**config.mk**
```make
export PLATFORM = sky130hd
export DESIGN_NAME = cit_timing
export DESIGN_NICKNAME = d
export VERILOG_FILES = /design/src/hdl/cit_pkg.sv /design/src/hdl/cit_alu.sv /design/src/hdl/cit_timing.sv
export SDC_FILE = /design/constraint.sdc
export NUM_CORES = 1
export LEC_CHECK = 0
export ABC_AREA = 0
export BUFFER_PORTS_ARGS = -buffer_cell sky130_fd_sc_hd__buf_4
export CORE_MARGIN = 3
export CORE_UTILIZATION = 55
export CTS_BUF_LIST = sky130_fd_sc_hd__clkbuf_8 sky130_fd_sc_hd__clkbuf_16
export DETAILED_ROUTE_END_ITERATION = 6
export HOLD_SLACK_MARGIN = 0.03
export PLACE_DENSITY_LB_ADDON = 0.1
export RECOVER_POWER = 50
export SLEW_MARGIN = 20
export SYNTH_ARGS = -nofsm -noshare
export SYNTH_HDL_FRONTEND = slang
export SYNTH_SLANG_ARGS = --single-unit
```
**constraint.sdc**
```tcl
create_clock -name clk -period 6.8 [get_ports clk]
set_input_delay 0.68 -clock clk [delete_from_list [all_inputs] [get_ports clk]]
set_output_delay 0.68 -clock clk [all_outputs]
set_load 0.1 [all_outputs]
```
**src/hdl/cit_pkg.sv**
```systemverilog
// Purpose: Shared constants and types for the core instruction timing block
// Assumes: Single clock, synchronous active-low reset
// Notes:   Opcode values follow the standard encoding of this 8-bit core family
`default_nettype none
package cit_pkg;

  // ==========================================================================
  // Opcodes, and group prefixes whose low bits select register or pointer
  // ==========================================================================
  localparam logic [7:0] OP_XRL_DIR_A   = 8'h62;
  localparam logic [7:0] OP_XRL_DIR_IMM = 8'h63;
  localparam logic [7:0] OP_XRL_A_IMM   = 8'h64;
  localparam logic [7:0] OP_CLR_A       = 8'hE4;
  localparam logic [7:0] OP_CPL_A       = 8'hF4;
  localparam logic [7:0] OP_RL_A        = 8'h23;
  localparam logic [7:0] OP_RLC_A       = 8'h33;
  localparam logic [7:0] OP_RR_A        = 8'h03;
  localparam logic [7:0] OP_RRC_A       = 8'h13;
  localparam logic [7:0] OP_SWAP_A      = 8'hC4;
  localparam logic [7:0] OP_MOV_A_IMM   = 8'h74;
  localparam logic [7:0] OP_MOV_A_DIR   = 8'hE5;
  localparam logic [7:0] OP_MOV_DIR_A   = 8'hF5;
  localparam logic [7:0] OP_MOV_DIR_DIR = 8'h85;
  localparam logic [7:0] OP_MOV_DIR_IMM = 8'h75;
  localparam logic [7:0] OP_MOV_DPTR    = 8'h90;
  localparam logic [7:0] OP_MOVC_DPTR   = 8'h93;
  localparam logic [7:0] OP_MOVC_PC     = 8'h83;
  localparam logic [7:0] OP_MOVX_A_DP   = 8'hE0;
  localparam logic [7:0] OP_MOVX_DP_A   = 8'hF0;
  localparam logic [7:0] OP_PUSH        = 8'hC0;
  localparam logic [7:0] OP_POP         = 8'hD0;
  localparam logic [7:0] OP_XCH_A_DIR   = 8'hC5;
  // Upper five bits for register forms, upper seven bits for pointer forms
  localparam logic [4:0] GR_MOV_A_RN    = 5'h1D;
  localparam logic [4:0] GR_MOV_RN_A    = 5'h1F;
  localparam logic [4:0] GR_MOV_RN_DIR  = 5'h15;
  localparam logic [4:0] GR_MOV_RN_IMM  = 5'h0F;
  localparam logic [4:0] GR_MOV_DIR_RN  = 5'h11;
  localparam logic [4:0] GR_XCH_A_RN    = 5'h19;
  localparam logic [6:0] GP_MOV_A_RI    = 7'h73;
  localparam logic [6:0] GP_MOV_RI_A    = 7'h7B;
  localparam logic [6:0] GP_MOV_DIR_RI  = 7'h43;
  localparam logic [6:0] GP_MOV_RI_DIR  = 7'h53;
  localparam logic [6:0] GP_MOV_RI_IMM  = 7'h3B;
  localparam logic [6:0] GP_MOVX_A_RI   = 7'h71;
  localparam logic [6:0] GP_MOVX_RI_A   = 7'h79;
  localparam logic [6:0] GP_XCH_A_RI    = 7'h63;
  localparam logic [6:0] GP_XCHD_A_RI   = 7'h6B;

  // ==========================================================================
  // Lengths and nominal cycle counts
  // ==========================================================================
  localparam logic [1:0] LEN_0 = 2'h0;
  localparam logic [1:0] LEN_1 = 2'h1;
  localparam logic [1:0] LEN_2 = 2'h2;
  localparam logic [1:0] LEN_3 = 2'h3;
  localparam logic [3:0] CYC_1 = 4'h1;
  localparam logic [3:0] CYC_2 = 4'h2;
  localparam logic [3:0] CYC_3 = 4'h3;
  localparam int         TIMING_W = 3;

  // Accumulator operations
  typedef enum logic [3:0] {
    CIT_ALU_NONE = 4'h0,
    CIT_ALU_XRL  = 4'h1,
    CIT_ALU_CLR  = 4'h2,
    CIT_ALU_CPL  = 4'h3,
    CIT_ALU_RL   = 4'h4,
    CIT_ALU_RLC  = 4'h5,
    CIT_ALU_RR   = 4'h6,
    CIT_ALU_RRC  = 4'h7,
    CIT_ALU_SWAP = 4'h8,
    CIT_ALU_XCHD = 4'h9
  } cit_alu_t;

  // Decode result
  typedef struct packed {
    logic       known;
    logic [1:0] bytes;
    logic [3:0] cycles;
    cit_alu_t   alu;
    logic       code_rd;
    logic       xdata_rd;
    logic       xdata_wr;
    logic       wide_addr;
  } cit_dec_t;

  // Accumulator result
  typedef struct packed {
    logic [7:0] acc;
    logic       carry;
    logic [7:0] mem;
  } cit_res_t;

endpackage : cit_pkg
`default_nettype wire

```
**src/hdl/cit_alu.sv**
```systemverilog
// Purpose: Accumulator logic, rotate and nibble operations
// Assumes: Purely combinational, used by the timing block
// Notes:   Memory result only meaningful for digit exchange
`default_nettype none
module cit_alu
  import cit_pkg::*;
(
  // Operation
  input  wire cit_alu_t   op,
  // Operands
  input  wire logic [7:0] acc,
  input  wire logic       carry,
  input  wire logic [7:0] operand,
  // Result
  output cit_res_t        res
);

  always_comb begin
    res = '{acc: acc, carry: carry, mem: operand};
    case (op)
      CIT_ALU_XRL:  res.acc = acc ^ operand;
      CIT_ALU_CLR:  res.acc = 8'h00;
      CIT_ALU_CPL:  res.acc = ~acc;
      CIT_ALU_RL:   res.acc = {acc[6:0], acc[7]};
      CIT_ALU_RR:   res.acc = {acc[0], acc[7:1]};
      CIT_ALU_RLC: begin
        res.acc   = {acc[6:0], carry};
        res.carry = acc[7];
      end
      CIT_ALU_RRC: begin
        res.acc   = {carry, acc[7:1]};
        res.carry = acc[0];
      end
      CIT_ALU_SWAP: res.acc = {acc[3:0], acc[7:4]};
      CIT_ALU_XCHD: begin
        res.acc = {acc[7:4], operand[3:0]};
        res.mem = {operand[7:4], acc[3:0]};
      end
      default:      res.acc = acc;
    endcase
  end

endmodule // cit_alu
`default_nettype wire

```
**src/hdl/cit_timing.sv**
```systemverilog
// Purpose: Decode, byte length and cycle timing for a core instruction subset
// Assumes: Opcode and operands presented with a start pulse; one clock
// Notes:   Sequencer holds each known instruction for its cycle count plus the extra stall
`default_nettype none
module cit_timing
  import cit_pkg::*;
(
  // Clock and reset
  input  wire logic                clk,
  input  wire logic                resetn,
  // Instruction request
  input  wire logic                start,
  input  wire logic [7:0]          opcode,
  input  wire logic [7:0]          operand,
  input  wire logic [7:0]          acc_in,
  input  wire logic                carry_in,
  input  wire logic [15:0]         dptr,
  input  wire logic [15:0]         pc,
  input  wire logic [7:0]          ptr_reg,
  // Variable timing
  input  wire logic [TIMING_W-1:0] flash_read_timing,
  input  wire logic                misaligned,
  // Status
  output logic                     busy,
  output logic                     done,
  output logic                     pass_on,
  output logic [1:0]               inst_bytes,
  output logic [3:0]               inst_cycles,
  // Results
  output logic [7:0]               acc_out,
  output logic                     carry_out,
  output logic [7:0]               mem_out,
  // Memory access
  output logic                     code_rd,
  output logic                     xdata_rd,
  output logic                     xdata_wr,
  output logic [15:0]              mem_addr
);

  // ==========================================================================
  // Decode function
  // ==========================================================================
  function automatic cit_dec_t decode(input logic [7:0] op);
    cit_dec_t d;
    d = '{known: 1'b1, bytes: LEN_1, cycles: CYC_1, alu: CIT_ALU_NONE,
          code_rd: 1'b0, xdata_rd: 1'b0, xdata_wr: 1'b0, wide_addr: 1'b0};
    if (op == OP_XRL_A_IMM || op == OP_XRL_DIR_A) begin
      d.bytes = LEN_2; d.cycles = CYC_2; d.alu = CIT_ALU_XRL;
    end else if (op == OP_XRL_DIR_IMM) begin
      d.bytes = LEN_3; d.cycles = CYC_3; d.alu = CIT_ALU_XRL;
    end else if (op == OP_CLR_A) d.alu = CIT_ALU_CLR;
    else if (op == OP_CPL_A)  d.alu = CIT_ALU_CPL;
    else if (op == OP_RL_A)   d.alu = CIT_ALU_RL;
    else if (op == OP_RLC_A)  d.alu = CIT_ALU_RLC;
    else if (op == OP_RR_A)   d.alu = CIT_ALU_RR;
    else if (op == OP_RRC_A)  d.alu = CIT_ALU_RRC;
    else if (op == OP_SWAP_A) d.alu = CIT_ALU_SWAP;
    else if (op[7:3] == GR_MOV_A_RN || op[7:3] == GR_MOV_RN_A
             || op[7:3] == GR_XCH_A_RN) begin
      d.bytes = LEN_1; d.cycles = CYC_1;
    end else if (op[7:3] == GR_MOV_RN_DIR || op[7:3] == GR_MOV_RN_IMM) begin
      d.bytes = LEN_2; d.cycles = CYC_2;
    end else if (op[7:1] == GP_MOV_A_RI || op[7:1] == GP_MOV_RI_A
             || op[7:1] == GP_XCH_A_RI) begin
      d.bytes = LEN_1; d.cycles = CYC_2;
    end else if (op[7:1] == GP_XCHD_A_RI) begin
      d.bytes = LEN_1; d.cycles = CYC_2; d.alu = CIT_ALU_XCHD;
    end else if (op == OP_MOV_A_DIR || op == OP_MOV_A_IMM || op == OP_MOV_DIR_A
             || op[7:3] == GR_MOV_DIR_RN || op[7:1] == GP_MOV_DIR_RI
             || op[7:1] == GP_MOV_RI_DIR || op[7:1] == GP_MOV_RI_IMM) begin
      d.bytes = LEN_2; d.cycles = CYC_2;
    end else if (op == OP_MOV_DIR_DIR || op == OP_MOV_DIR_IMM) begin
      d.bytes = LEN_3; d.cycles = CYC_3;
    end else if (op == OP_MOV_DPTR) begin
      d.bytes = LEN_3; d.cycles = CYC_3;
    end else if (op == OP_MOVC_DPTR || op == OP_MOVC_PC) begin
      d.cycles = CYC_3; d.code_rd = 1'b1;
      d.wide_addr = (op == OP_MOVC_DPTR);
    end else if (op == OP_MOVX_A_DP || op == OP_MOVX_DP_A) begin
      d.cycles = CYC_3; d.wide_addr = 1'b1;
      d.xdata_rd = (op == OP_MOVX_A_DP);
      d.xdata_wr = (op == OP_MOVX_DP_A);
    end else if (op[7:1] == GP_MOVX_A_RI || op[7:1] == GP_MOVX_RI_A) begin
      d.cycles = CYC_3;
      d.xdata_rd = (op[7:1] == GP_MOVX_A_RI);
      d.xdata_wr = (op[7:1] == GP_MOVX_RI_A);
    end else if (op == OP_PUSH || op == OP_POP) begin
      d.bytes = LEN_2; d.cycles = CYC_2;
    end else if (op == OP_XCH_A_DIR) begin
      d.bytes = LEN_2; d.cycles = CYC_2;
    end else begin
      d.known = 1'b0; d.bytes = LEN_0; d.cycles = CYC_1;
    end
    return d;
  endfunction

  // ==========================================================================
  // Sequencer
  // ==========================================================================
  typedef enum logic [1:0] {
    CIT_IDLE = 2'b01,
    CIT_EXEC = 2'b10
  } cit_state_t;

  cit_state_t state;
  cit_dec_t   cur_dec;
  cit_res_t   alu_res;
  logic [3:0] remain;
  logic [3:0] extra;
  logic [7:0] op_acc;
  logic       op_carry;
  logic [7:0] op_operand;
  cit_dec_t   new_dec;

  // Opcode is decoded every cycle; the result is only used on a take
  assign new_dec = decode(opcode);
  // Extra stall: one cycle when misaligned, plus the flash read timing value
  assign extra   = 4'(misaligned) + 4'(flash_read_timing);

  // Works on captured operands, so the result stays put during execution
  cit_alu u_alu (
    .op      (cur_dec.alu),
    .acc     (op_acc),
    .carry   (op_carry),
    .operand (op_operand),
    .res     (alu_res)
  );

  always_ff @(posedge clk) begin
    if (!resetn) begin
      state  <= CIT_IDLE;
      remain <= 4'h0;
    end else begin
      case (state)
        CIT_IDLE: begin
          // A start while busy never reaches this branch and is ignored
          if (start && new_dec.known) begin
            state  <= CIT_EXEC;
            remain <= 4'(new_dec.cycles + extra - CYC_1);
          end
        end
        CIT_EXEC: begin
          if (remain == 4'h0) state <= CIT_IDLE;
          else remain <= remain - CYC_1;
        end
        default: state <= CIT_IDLE;
      endcase
    end
  end

  // Operand capture
  always_ff @(posedge clk) begin
    if (!resetn) begin
      cur_dec    <= '0;
      op_acc     <= 8'h00;
      op_carry   <= 1'b0;
      op_operand <= 8'h00;
      mem_addr   <= 16'h0000;
    end else if (state == CIT_IDLE && start) begin
      cur_dec    <= new_dec;
      op_acc     <= acc_in;
      op_carry   <= carry_in;
      op_operand <= operand;
      if (new_dec.code_rd)
        mem_addr <= 16'((new_dec.wide_addr ? dptr : pc) + {8'h00, acc_in});
      else if (new_dec.wide_addr)
        mem_addr <= dptr;
      else
        mem_addr <= {8'h00, ptr_reg};
    end
  end

  // Outputs
  always_ff @(posedge clk) begin
    if (!resetn) begin
      done        <= 1'b0;
      pass_on     <= 1'b0;
      inst_bytes  <= LEN_0;
      inst_cycles <= 4'h0;
      acc_out     <= 8'h00;
      carry_out   <= 1'b0;
      mem_out     <= 8'h00;
    end else begin
      // Done pulse and results land on the edge that ends execution
      done    <= (state == CIT_EXEC) && (remain == 4'h0);
      pass_on <= (state == CIT_IDLE) && start && !new_dec.known;
      if (state == CIT_IDLE && start) begin
        inst_bytes  <= new_dec.bytes;
        inst_cycles <= new_dec.cycles;
      end
      if (state == CIT_EXEC && remain == 4'h0) begin
        acc_out   <= alu_res.acc;
        carry_out <= alu_res.carry;
        mem_out   <= alu_res.mem;
      end
    end
  end

  // Access strobes follow the decoded kind for the whole execution
  assign busy     = (state == CIT_EXEC);
  assign code_rd  = busy && cur_dec.code_rd;
  assign xdata_rd = busy && cur_dec.xdata_rd;
  assign xdata_wr = busy && cur_dec.xdata_wr;

endmodule // cit_timing
`default_nettype wire

```
### After elaboration in Yosys (flattened, before gate mapping)

Cells that the tools add are included.

| cells by class | value |
|---|---|
| $add $sub $neg | 5 |
| multipliers | 0 |
| divide/modulo/power cells | 0 |
| magnitude comparators | 0 |
| equality and inequality tests | 52 |
| shifts and indexed selects | 0 |
| multiplexer cells | 77 |
| bitwise logic cells | 2 |
| reduce and logical (&&, ||, !) cells | 29 |

Operator list:

| kind | number |
|---|---|
| $eq 8x8->1 const B | 14 |
| $mux 4 | 27 |
| $pmux 8 s9 | 1 |
| $eq 7x7->1 const B | 8 |
| $mux 6 | 9 |
| $mux 7 | 7 |
| $mux 16 | 3 |
| $eq 8x7->1 const B | 5 |
| $eq 5x5->1 const B | 5 |
| $mux 8 | 3 |
| $mux 10 | 2 |
| $logic_or 1x1->1 | 17 |
| $add 16x8->16 | 1 |
| $eq 4x3->1 const B | 4 |
| $eq 8x6->1 const B | 2 |
| $mux 1 | 14 |
| $mux 2 | 5 |
| $mux 3 | 3 |
| $eq 4x2->1 const B | 2 |
| $eq 4x4->1 const B | 2 |
| $eq 8x2->1 const B | 1 |
| $eq 8x5->1 const B | 1 |
| $not 8->8 | 1 |
| $pmux 4 s2 | 1 |
| other kinds (19) | 27 |

| word-level totals | value |
|---|---|
| bits in registers | 71 |
| bits in latches | 0 |
| memory bits (writable) | 0 |
| memory bits (read-only) | 0 |
| output and inout bits | 45 |
| word-level logic and storage cells | 182 |
| memories | 0 |

### Longest topological paths before layout

Gate-level depths: netlist of the first run.

| logic depth | value |
|---|---|
| depth in word-level cells | 26 |
| gate-level depth with buffers | 17 |
| gate-level depth less buffers | 14 |

### Modules after synthesis

Synthesis of the first run repeated with hierarchy kept, for this count alone.

| second synthesis, totals | value |
|---|---|
| cells, all modules | 663 |
| area total of the unflattened synthesis | 4987.3 µm² |

By module, submodules not included:

| module | times used | cells an instance | area an instance (µm²) | seq. area each (µm²) |
|---|---|---|---|---|
| cit_timing | 1 | 548 | 4175.3 | 1381.3 |
| cit_alu | 1 | 115 | 812.0 | 0.0 |

### Worst setup path after synthesis of the first run

OpenSTA, ideal clock, no wires.

| timing path | value |
|---|---|
| path kind | input port to flip-flop |
| start | input port opcode[6] |
| end | register mem_addr[10] |
| data arrival time | 3.385 ns |
| path slack | 3.284 ns |
| cell stages on the path | 17 |
| path through | buf_4 > and4bb_1 > o211a_4 > and2_4 > buf_6 > buf_2 > nand2_1 > nand2_1 > ha_1 > fa_1 > a21oi_1 > nand4b_1 > nand3_1 > nand4_1 > xnor2_1 > a221oi_1 > nor3_1 |

| on the way | value |
|---|---|
| cells in the longest elaborated chain, start to end | 24 |

RTL lines:

| element | line | source |
|---|---|---|
| start, declared | cit_timing.sv:13 | `input wire logic [7:0] opcode,` |
| branches (longest 20 deep; another with $eq 8x8->1) | n/a |  |
| $mux 4 (*) | cit_timing.sv:47 | `if (op == OP_XRL_A_IMM \|\| op == OP_XRL_DIR_A) begin` |
| $mux 16 | cit_timing.sv:165 | `mem_addr <= 16'((new_dec.wide_addr ? dptr : pc) + {8'h00, acc_in});` |
| $add 16x8->16 | cit_timing.sv:165 |  |
| $mux 16 (*) | cit_timing.sv:164 | `if (new_dec.code_rd)` |
| end signal, assigned | cit_timing.sv:165 |  |
| end signal, assigned | cit_timing.sv:167 | `mem_addr <= dptr;` |
| end signal, assigned | cit_timing.sv:169 | `mem_addr <= {8'h00, ptr_reg};` |
| end, declared | cit_timing.sv:37 | `output logic [15:0] mem_addr` |

Mark *: on every way between the ends.
A chain may end at the register's enable or synchronous reset.

### Worst setup path after layout of the first run

| timing path | value |
|---|---|
| start | input port opcode[2] |
| end | register mem_addr[13] |

Same word-level chain as after synthesis.

==> impl_results.md, run 1 <==
- GRT Residual Overflow: 0
- Reg-to-Reg Start: state[0]
- #FFs+latches synth: roughly 70
- Peak supply drop: between 0.1 and 0.15 mV
- Number of port buffers: around 110
- Layout cells sized above 1: 16.6%
- Worst skew pair latency: between 0.3 and 0.4 ns
- H-Tree Level Count: 3
- Minimum clock period: around 3.9 ns
- Endpoints failing setup: 0
- Pleak: 2.17 nW
- Die ar.: 9670 sq um
- Ys flop type: dfxtp_1
- Slew @ Worst Pin: approximately 2.8 ns
- # resized after CTS: 0
- Kind of critical path: in -> reg
- Final hold viol count: 0
- Worst Hold Endpoint: mem_out[7]
- Largest net degree at the start of global routing: 51
- Post-synth EDFFs: 0
- Slowest stage delay, CP: about 0.54 ns
- Hold depth: 2
- WL/cell: between 15 and 20 um
- Family with the most delay on the worst path: compound AO/OA/AOI/OAI gates
- Diodes inserted: 0
- Number of cell rows: 33
- Ys Warns: 0
- DR vias: 4,821
- Clk root buf: clkbuf_8
- Area Overhead vs Synth: 17.5%
- RSZ-0062 raised after global routing: no
- Total CTS buffers: 9
- First-pass iteration count of the detailed router: 5
- Failing checks: capacitance limit, slew limit
- Die height: 98.4 um
- Synth area leaders: dfxtp_1 (29%), nand2_1 (9.2%), a21oi_1 (7.0%)
- Setup WS post-layout: between 2 and 3 ns
- Outcome: finished with violations
- Min-delay src: mem_out[7]
- Crit start category: input port
- R2R setup slack: approximately 3.7 ns
- HPWL Detailed: 9700 um
- Post-route antenna net violation count: 0
- Post-synth ARST share: 0%
- Vias in the first global route: ~4.6k
- Sequential fraction of the synthesis area: just under 30%
- Setup TNS Final: 0 ns
- Worst-path fanout max: 21
- Clock sink total: just under 70
- Power Density: between 200 and 250 nW/um^2
- Max-Slew Margin vs Limit: -84.3%
- Mapped Area: 4690 sq um
- Initial core utilization: 56.8%
- CP Data Required Time: between 7 and 8 ns
- CORE AREA: just over 8000 sq um
- CP endpoint kind: flip-flop
- Drt total wl: 13,200 um
- Placer Congestion: 0.983
- Achievable clock frequency: ~260 MHz
- Clock Path Buffers: 2
- Syn avg cell area: ~7.4 sq um
- Pre-CTS WS: around 2.8 ns
- WP buf/inv: 1
- Max-cap violations: 1
- Total Routing Usage GR: 27.1%
- Antenna violations before repair: 0
- First-pass GRT wire length: roughly 22,000 um
- CP arrival: around 4.2 ns
- Yosys cell types: 84
- Clock Skews: between 0.01 and 0.015 ns
- Vias/cell: just under 6
- Synthesized instance count: around 640
- Hold Path Class: reg -> reg
- Commonest cells post-synth: nand2_1 (115), dfxtp_1 (69), a21oi_1 (66)
- # fillers: about 750
- Register-to-Register Path Depth: 5
- CTS tree: built
- Final slew viol count: 51
- Post-CTS Hold Fix Bufs: 0
- Reg-to-reg endpoint: mem_addr[2]
- Horiz. Die Dim: a little under 100 um
- Final nets: roughly 800
- Top Ports: around 120
- Residual DRC: 0
- DRT iter0 DRCs: approximately 360
- Final period util: between 50% and 60%
- Count leader, synth: nand2_1
- Area leader, netlist: dfxtp_1
- Critical path's slowest cell: nand2_1
- Clk slew on worst S/H paths: around 0.080 ns
- Crit path cell chain: clkbuf_1, nor2_1, o211a_4, nand2_1, nand2_1, nand2_1, ha_1, a211oi_1, o211ai_1, a21oi_1, o21bai_4, a21oi_1, mux2_2, a21oi_1
- Post-CTS Setup Repair Bufs: 0
- Synth top area share: between 20% and 30%
[registers in the layout, summed over array words and instances (netlist names)]
signal and cells:
mem_addr 16, acc_out 8, mem_out 8, op_acc 8
op_operand 8, cur_dec 7, remain 4, inst_bytes 2
inst_cycles 2, state 2, carry_out 1, done 1
op_carry 1, pass_on 1
[routing by layer]
metal | part of all wire (%) | global-route usage (%) | vias up
met5 | 0 | 0 | -
met4 | 1.8 | 10.2 | 0
met3 | 7.4 | 6.57 | 23
met2 | 47 | 42.7 | 202
met1 | 44 | 35.8 | 2192
li1 | - | - | 2404
[worst register-to-register path, cell delays in order, from the launching register on]
cell	delay, ns
dfxtp_1	0.33
nand2_1	0.09
or2_0	1.98
a311oi_1	0.22
a21oi_1	0.26
nor2_1	0.07
[kinds of logic (layout without fill, tap and decap cells)]
family	after synthesis	count (layout)	share of synthesized area [%]
multiplexers	18	18	3.89
buffers and inverters	69	152	6.75
XOR/XNOR	17	17	3.17
AO/OA/AOI/OAI	179	179	25.0
AND/OR/NAND/NOR	266	266	27.1
adder cells (fa/ha/maj)	16	16	4.59
other	1	2	0.0799
flip-flops	69	69	29.4
[final cells by class]
class | instances | area, sq um | area share [%]
inverter | 20 | 75.1 | 1.36
multi-input combinational | 498 | 2980 | 54.1
timing repair buffer | 117 | 728 | 13.2
clock inverter | 6 | 88.8 | 1.61
sequential | 69 | 1380 | 25.1
clock buffer | 9 | 124 | 2.25
tap | 105 | 131 | 2.38
[worst max-delay path by stage]
stage	from	endpoint	slack [ns]	cells past startpoint
after floorplan	opcode[6]	mem_addr[10]	3.28	17
after global placement	opcode[1]	mem_addr[10]	2.95	15
after detailed placement	opcode[5]	mem_addr[13]	2.80	14
after CTS	opcode[5]	mem_addr[13]	3.12	14
after global routing	opcode[2]	mem_addr[9]	2.55	14
final	opcode[2]	mem_addr[13]	2.90	14
[per-stage QoR]
step	cells	cell area (sq um)	util (%)	total power (W)	hold slack [ns]
floorplan	636	4700	-	0.000671	0.432
global placement	809	5470	66.2	0.000749	0.441
detailed placement	809	5470	66.2	0.000754	0.453
CTS	824	5680	68.8	0.00112	0.464
global route	824	5510	66.8	0.00116	0.492
finish	824	5510	66.8	0.00111	0.460
[where the power goes]
group	switching (W)	internal [W]
combinational	0.000193	0.0000990
clock	0.000165	0.000204
sequential	0.0000246	0.000424
total	0.000382	0.000727
[cell usage in the layout (no fill, tap or decap), types with 3 or more instances in the layout]
cell        n
o22ai_1     6
nor3_1     16
or3_1       4
a21o_1      4
o21bai_1    3
o32ai_1     3
nand2b_1    6
inv_1      17
buf_4      76
clkbuf_8    9
ha_1       14
nor4_1      4
nand2_1   115
a31oi_1    11
nor2_1     62
and2_1      4
dfxtp_1    69
nand3b_1    3
o21ai_0    28
a221oi_1    4
o211ai_1    6
nand4b_1    3
xor2_1      5
a311oi_1    4
xnor2_1    12
a21oi_1    66
clkbuf_1   40
nand3_1    22
mux2i_1    16
a211oi_1   16
Power figures use the tool's default switching activity.
==> run 2, diff against run 1 <==
Settings changed: CORE_UTILIZATION 55 to 54.
Clock period 6.8 ns to 3.8 ns, I/O delays scaled along.
==> run 2 against run 1 <==
Effect of this change: the flow still finishes with violations (capacitance limit, slew limit); clock skew increased by 0.0025 ns; count of clock-buffer cells in the layout increased by 1; clock power increased by 73%; die area increased by 1.7%; first-iteration DRC count decreased by 18%; non-clock buffer count increased by 2; power increased by 78%; combinational power increased by 82%; wire length increased by 4.1%; design area increased by 0.52%; cell count increased by 0.36%.
==> impl_results.md, run 2 (same netlist as run 1, synthesis figures left out) <==
- Outcome: finished with violations
- Failing checks: capacitance limit, slew limit
- Kind of critical path: reg -> reg
- Worst-path fanout max: 50
- Register-to-Register Path Depth: 5
- Total Routing Usage GR: 27.9%
- Slowest stage delay, CP: roughly 2.1 ns
- Crit start category: flip-flop
- CP arrival: roughly 3.4 ns
- Max Used Layer: met4
- Horiz. Die Dim: 99.2 um
- GRT Residual Overflow: 0
- CP Data Required Time: approximately 4 ns
- First-pass iteration count of the detailed router: 5
- Setup WS post-layout: just over 0.6 ns
- Largest register FFs: 16
- Residual DRC: 0
- Endpoints failing setup: 0
- Total CTS buffers: 9
- Most common cell after layout, fill and taps aside: nand2_1
- Post-CTS Hold Fix Bufs: 0
- Critical path's slowest cell: or2_0
- # fillers: approximately 800
- Reg-to-Reg Start: state[0]
- Worst skew pair latency: 0.35 ns
- CORE AREA: 8340 sq um
- Clock sink total: just under 70
- Area Overhead vs Synth: 18.1%
- Biggest register: mem_addr
- H-Tree Level Count: 3
- Die ar.: around 9800 sq um
- Largest net degree at the start of global routing: slightly above 50
- Final nets: just over 800
- Net Sw Frac: a little over a third
- Layout cells sized above 1: between 10% and 20%
- CP endpoint kind: flip-flop
- Max-cap violations: 1
- Clk slew on worst S/H paths: roughly 0.090 ns
- Clock Skews: about 0.013 ns
- R2R setup slack: between 0.6 and 0.7 ns
- Final slew viol count: 51
- Antenna violations before repair: 0
- Vias in the first global route: around 4.6k
- Final hold viol count: 0
- Reg-to-reg endpoint: mem_addr[2]
- Diodes inserted: 0
- Achievable clock frequency: roughly 310 MHz
- WL/cell: about 17 um
- Total length of routed met3 wires: 1120 um
- Post-route antenna net violation count: 0
- Number of cell rows: 33
- Final period util: 83.9%
- Worst setup path start: state[0]
- Minimum clock period: between 3 and 4 ns
- Pre-CTS WS: between 0.4 and 0.5 ns
- Length of routed met2 wiring: around 6200 um
- Met1 WL: 6210 um
- Final Total Pwr: between 0.0015 and 0.002 W
- Placer Congestion: approximately 0.93
- CTS tree: built
- # resized after CTS: 0
- Pint: 0.00126 W
- Peak supply drop: between 0.15 and 0.2 mV
- WP buf/inv: 0
- Clock Path Buffers: 2
- Final core occ: 66.4%
- Sequential Power Share: approximately two fifths
- Hold Path Class: in -> reg
- Family with the most delay on the worst path: simple AND/OR/NAND/NOR gates
- Sw power: 0.000709 W
- Die height: between 90 and 100 um
- RSZ-0062 raised after global routing: no
- Max-Slew Margin vs Limit: -97.1%
- Initial core utilization: ~56%
- Drt total wl: 13,800 um
- Clock share of power: ~32%
- Vias/cell: 5.97
- DRT iter0 DRCs: just under 300
- First-pass GRT wire length: between 20,000 and 25,000 um
- Gate power share: between 20% and 30%
- Crit path cell chain: nand2_1, or2_0, a311oi_1, a21oi_1, nor2_1
- Power Density: 356 nW/um^2
- DR vias: ~4.9k
- Setup crit end: mem_addr[2]
- Setup TNS Final: 0 ns
- Clk root buf: clkbuf_8
- Most frequent cells in the layout: nand2_1 (115), buf_4 (80), dfxtp_1 (69)
- Number of port buffers: around 110
- HPWL Detailed: approximately 10,000 um
- Slew @ Worst Pin: roughly 3.0 ns
- Post-CTS Setup Repair Bufs: 0
- Pleak: approximately 2.2 nW
- Worst path depth: 5
- Top Ports: approximately 120
-- run 2: cell count changes in the layout (fill, tap and decap cells not counted), sizes merged --
cell / previous run / this run
clkbuf: 50 / 49
buf: 76 / 80
inv: 18 / 19
bufinv: 2 / 1
-- run 2: power groups by stage --
stage | clock network [W] | logic, W | registers, W
3_3_place_gp | 0 | 0.000531 | 0.000817
5_1_grt | 0.000672 | 0.000579 | 0.000807
6_report | 0.000638 | 0.000532 | 0.000802
4_1_cts | 0.000649 | 0.000543 | 0.000801
2_1_floorplan | 0 | 0.000287 | 0.000914
3_5_place_dp | 0 | 0.000541 | 0.000818
-- run 2: final cells by class --
| class | instances | area [sq um] | area share [%] |
|---|---|---|---|
| inverters | 20 | 75.1 | 1.35 |
| clock buffers | 10 | 138 | 2.48 |
| clock inverters | 6 | 71.3 | 1.29 |
| repair buffers | 119 | 747 | 13.5 |
| well taps | 105 | 131 | 2.37 |
| flip-flops and latches | 69 | 1380 | 24.9 |
| multi-input cells | 498 | 3000 | 54.1 |
-- run 2: worst min path at each step --
| stage | depth (start not counted) | slack (ns) | endpoint | startpoint |
|---|---|---|---|---|
| after CTS | 3 | 0.26 | op_operand[6] | operand[6] |
| after detailed placement | 2 | 0.45 | mem_out[5] | mem_out[5] |
| after global placement | 2 | 0.44 | mem_out[5] | mem_out[5] |
| after floorplan | 2 | 0.43 | cur_dec[3] | cur_dec[3] |
| after global routing | 3 | 0.26 | op_operand[6] | operand[6] |
| final | 3 | 0.27 | op_operand[6] | operand[6] |
-- run 2: per-layer routing --
layer  up-vias  global-route usage (%)
met5         -                       0
met1      2242                    39.1
met3        34                    5.12
met2       243                    44.0
li1       2415                       -
met4         0                    8.19
-- run 2: stage by stage --
stage / cell area, sq um / std cells / hold slack [ns]
after CTS: 5690 / 827 / 0.258
after floorplan: 4700 / 636 / 0.432
after global routing: 5540 / 827 / 0.257
final: 5540 / 827 / 0.268
after global placement: 5480 / 811 / 0.443
after detailed placement: 5480 / 811 / 0.448
-- run 2: worst min-delay path: cells and delay by family --
kind / cells / cell delay, ns
and+or+nand+nor: 1 / 0.04
AOI/OAI and AO/OA: 1 / 0.05
buffers and inverters: 1 / 0.11
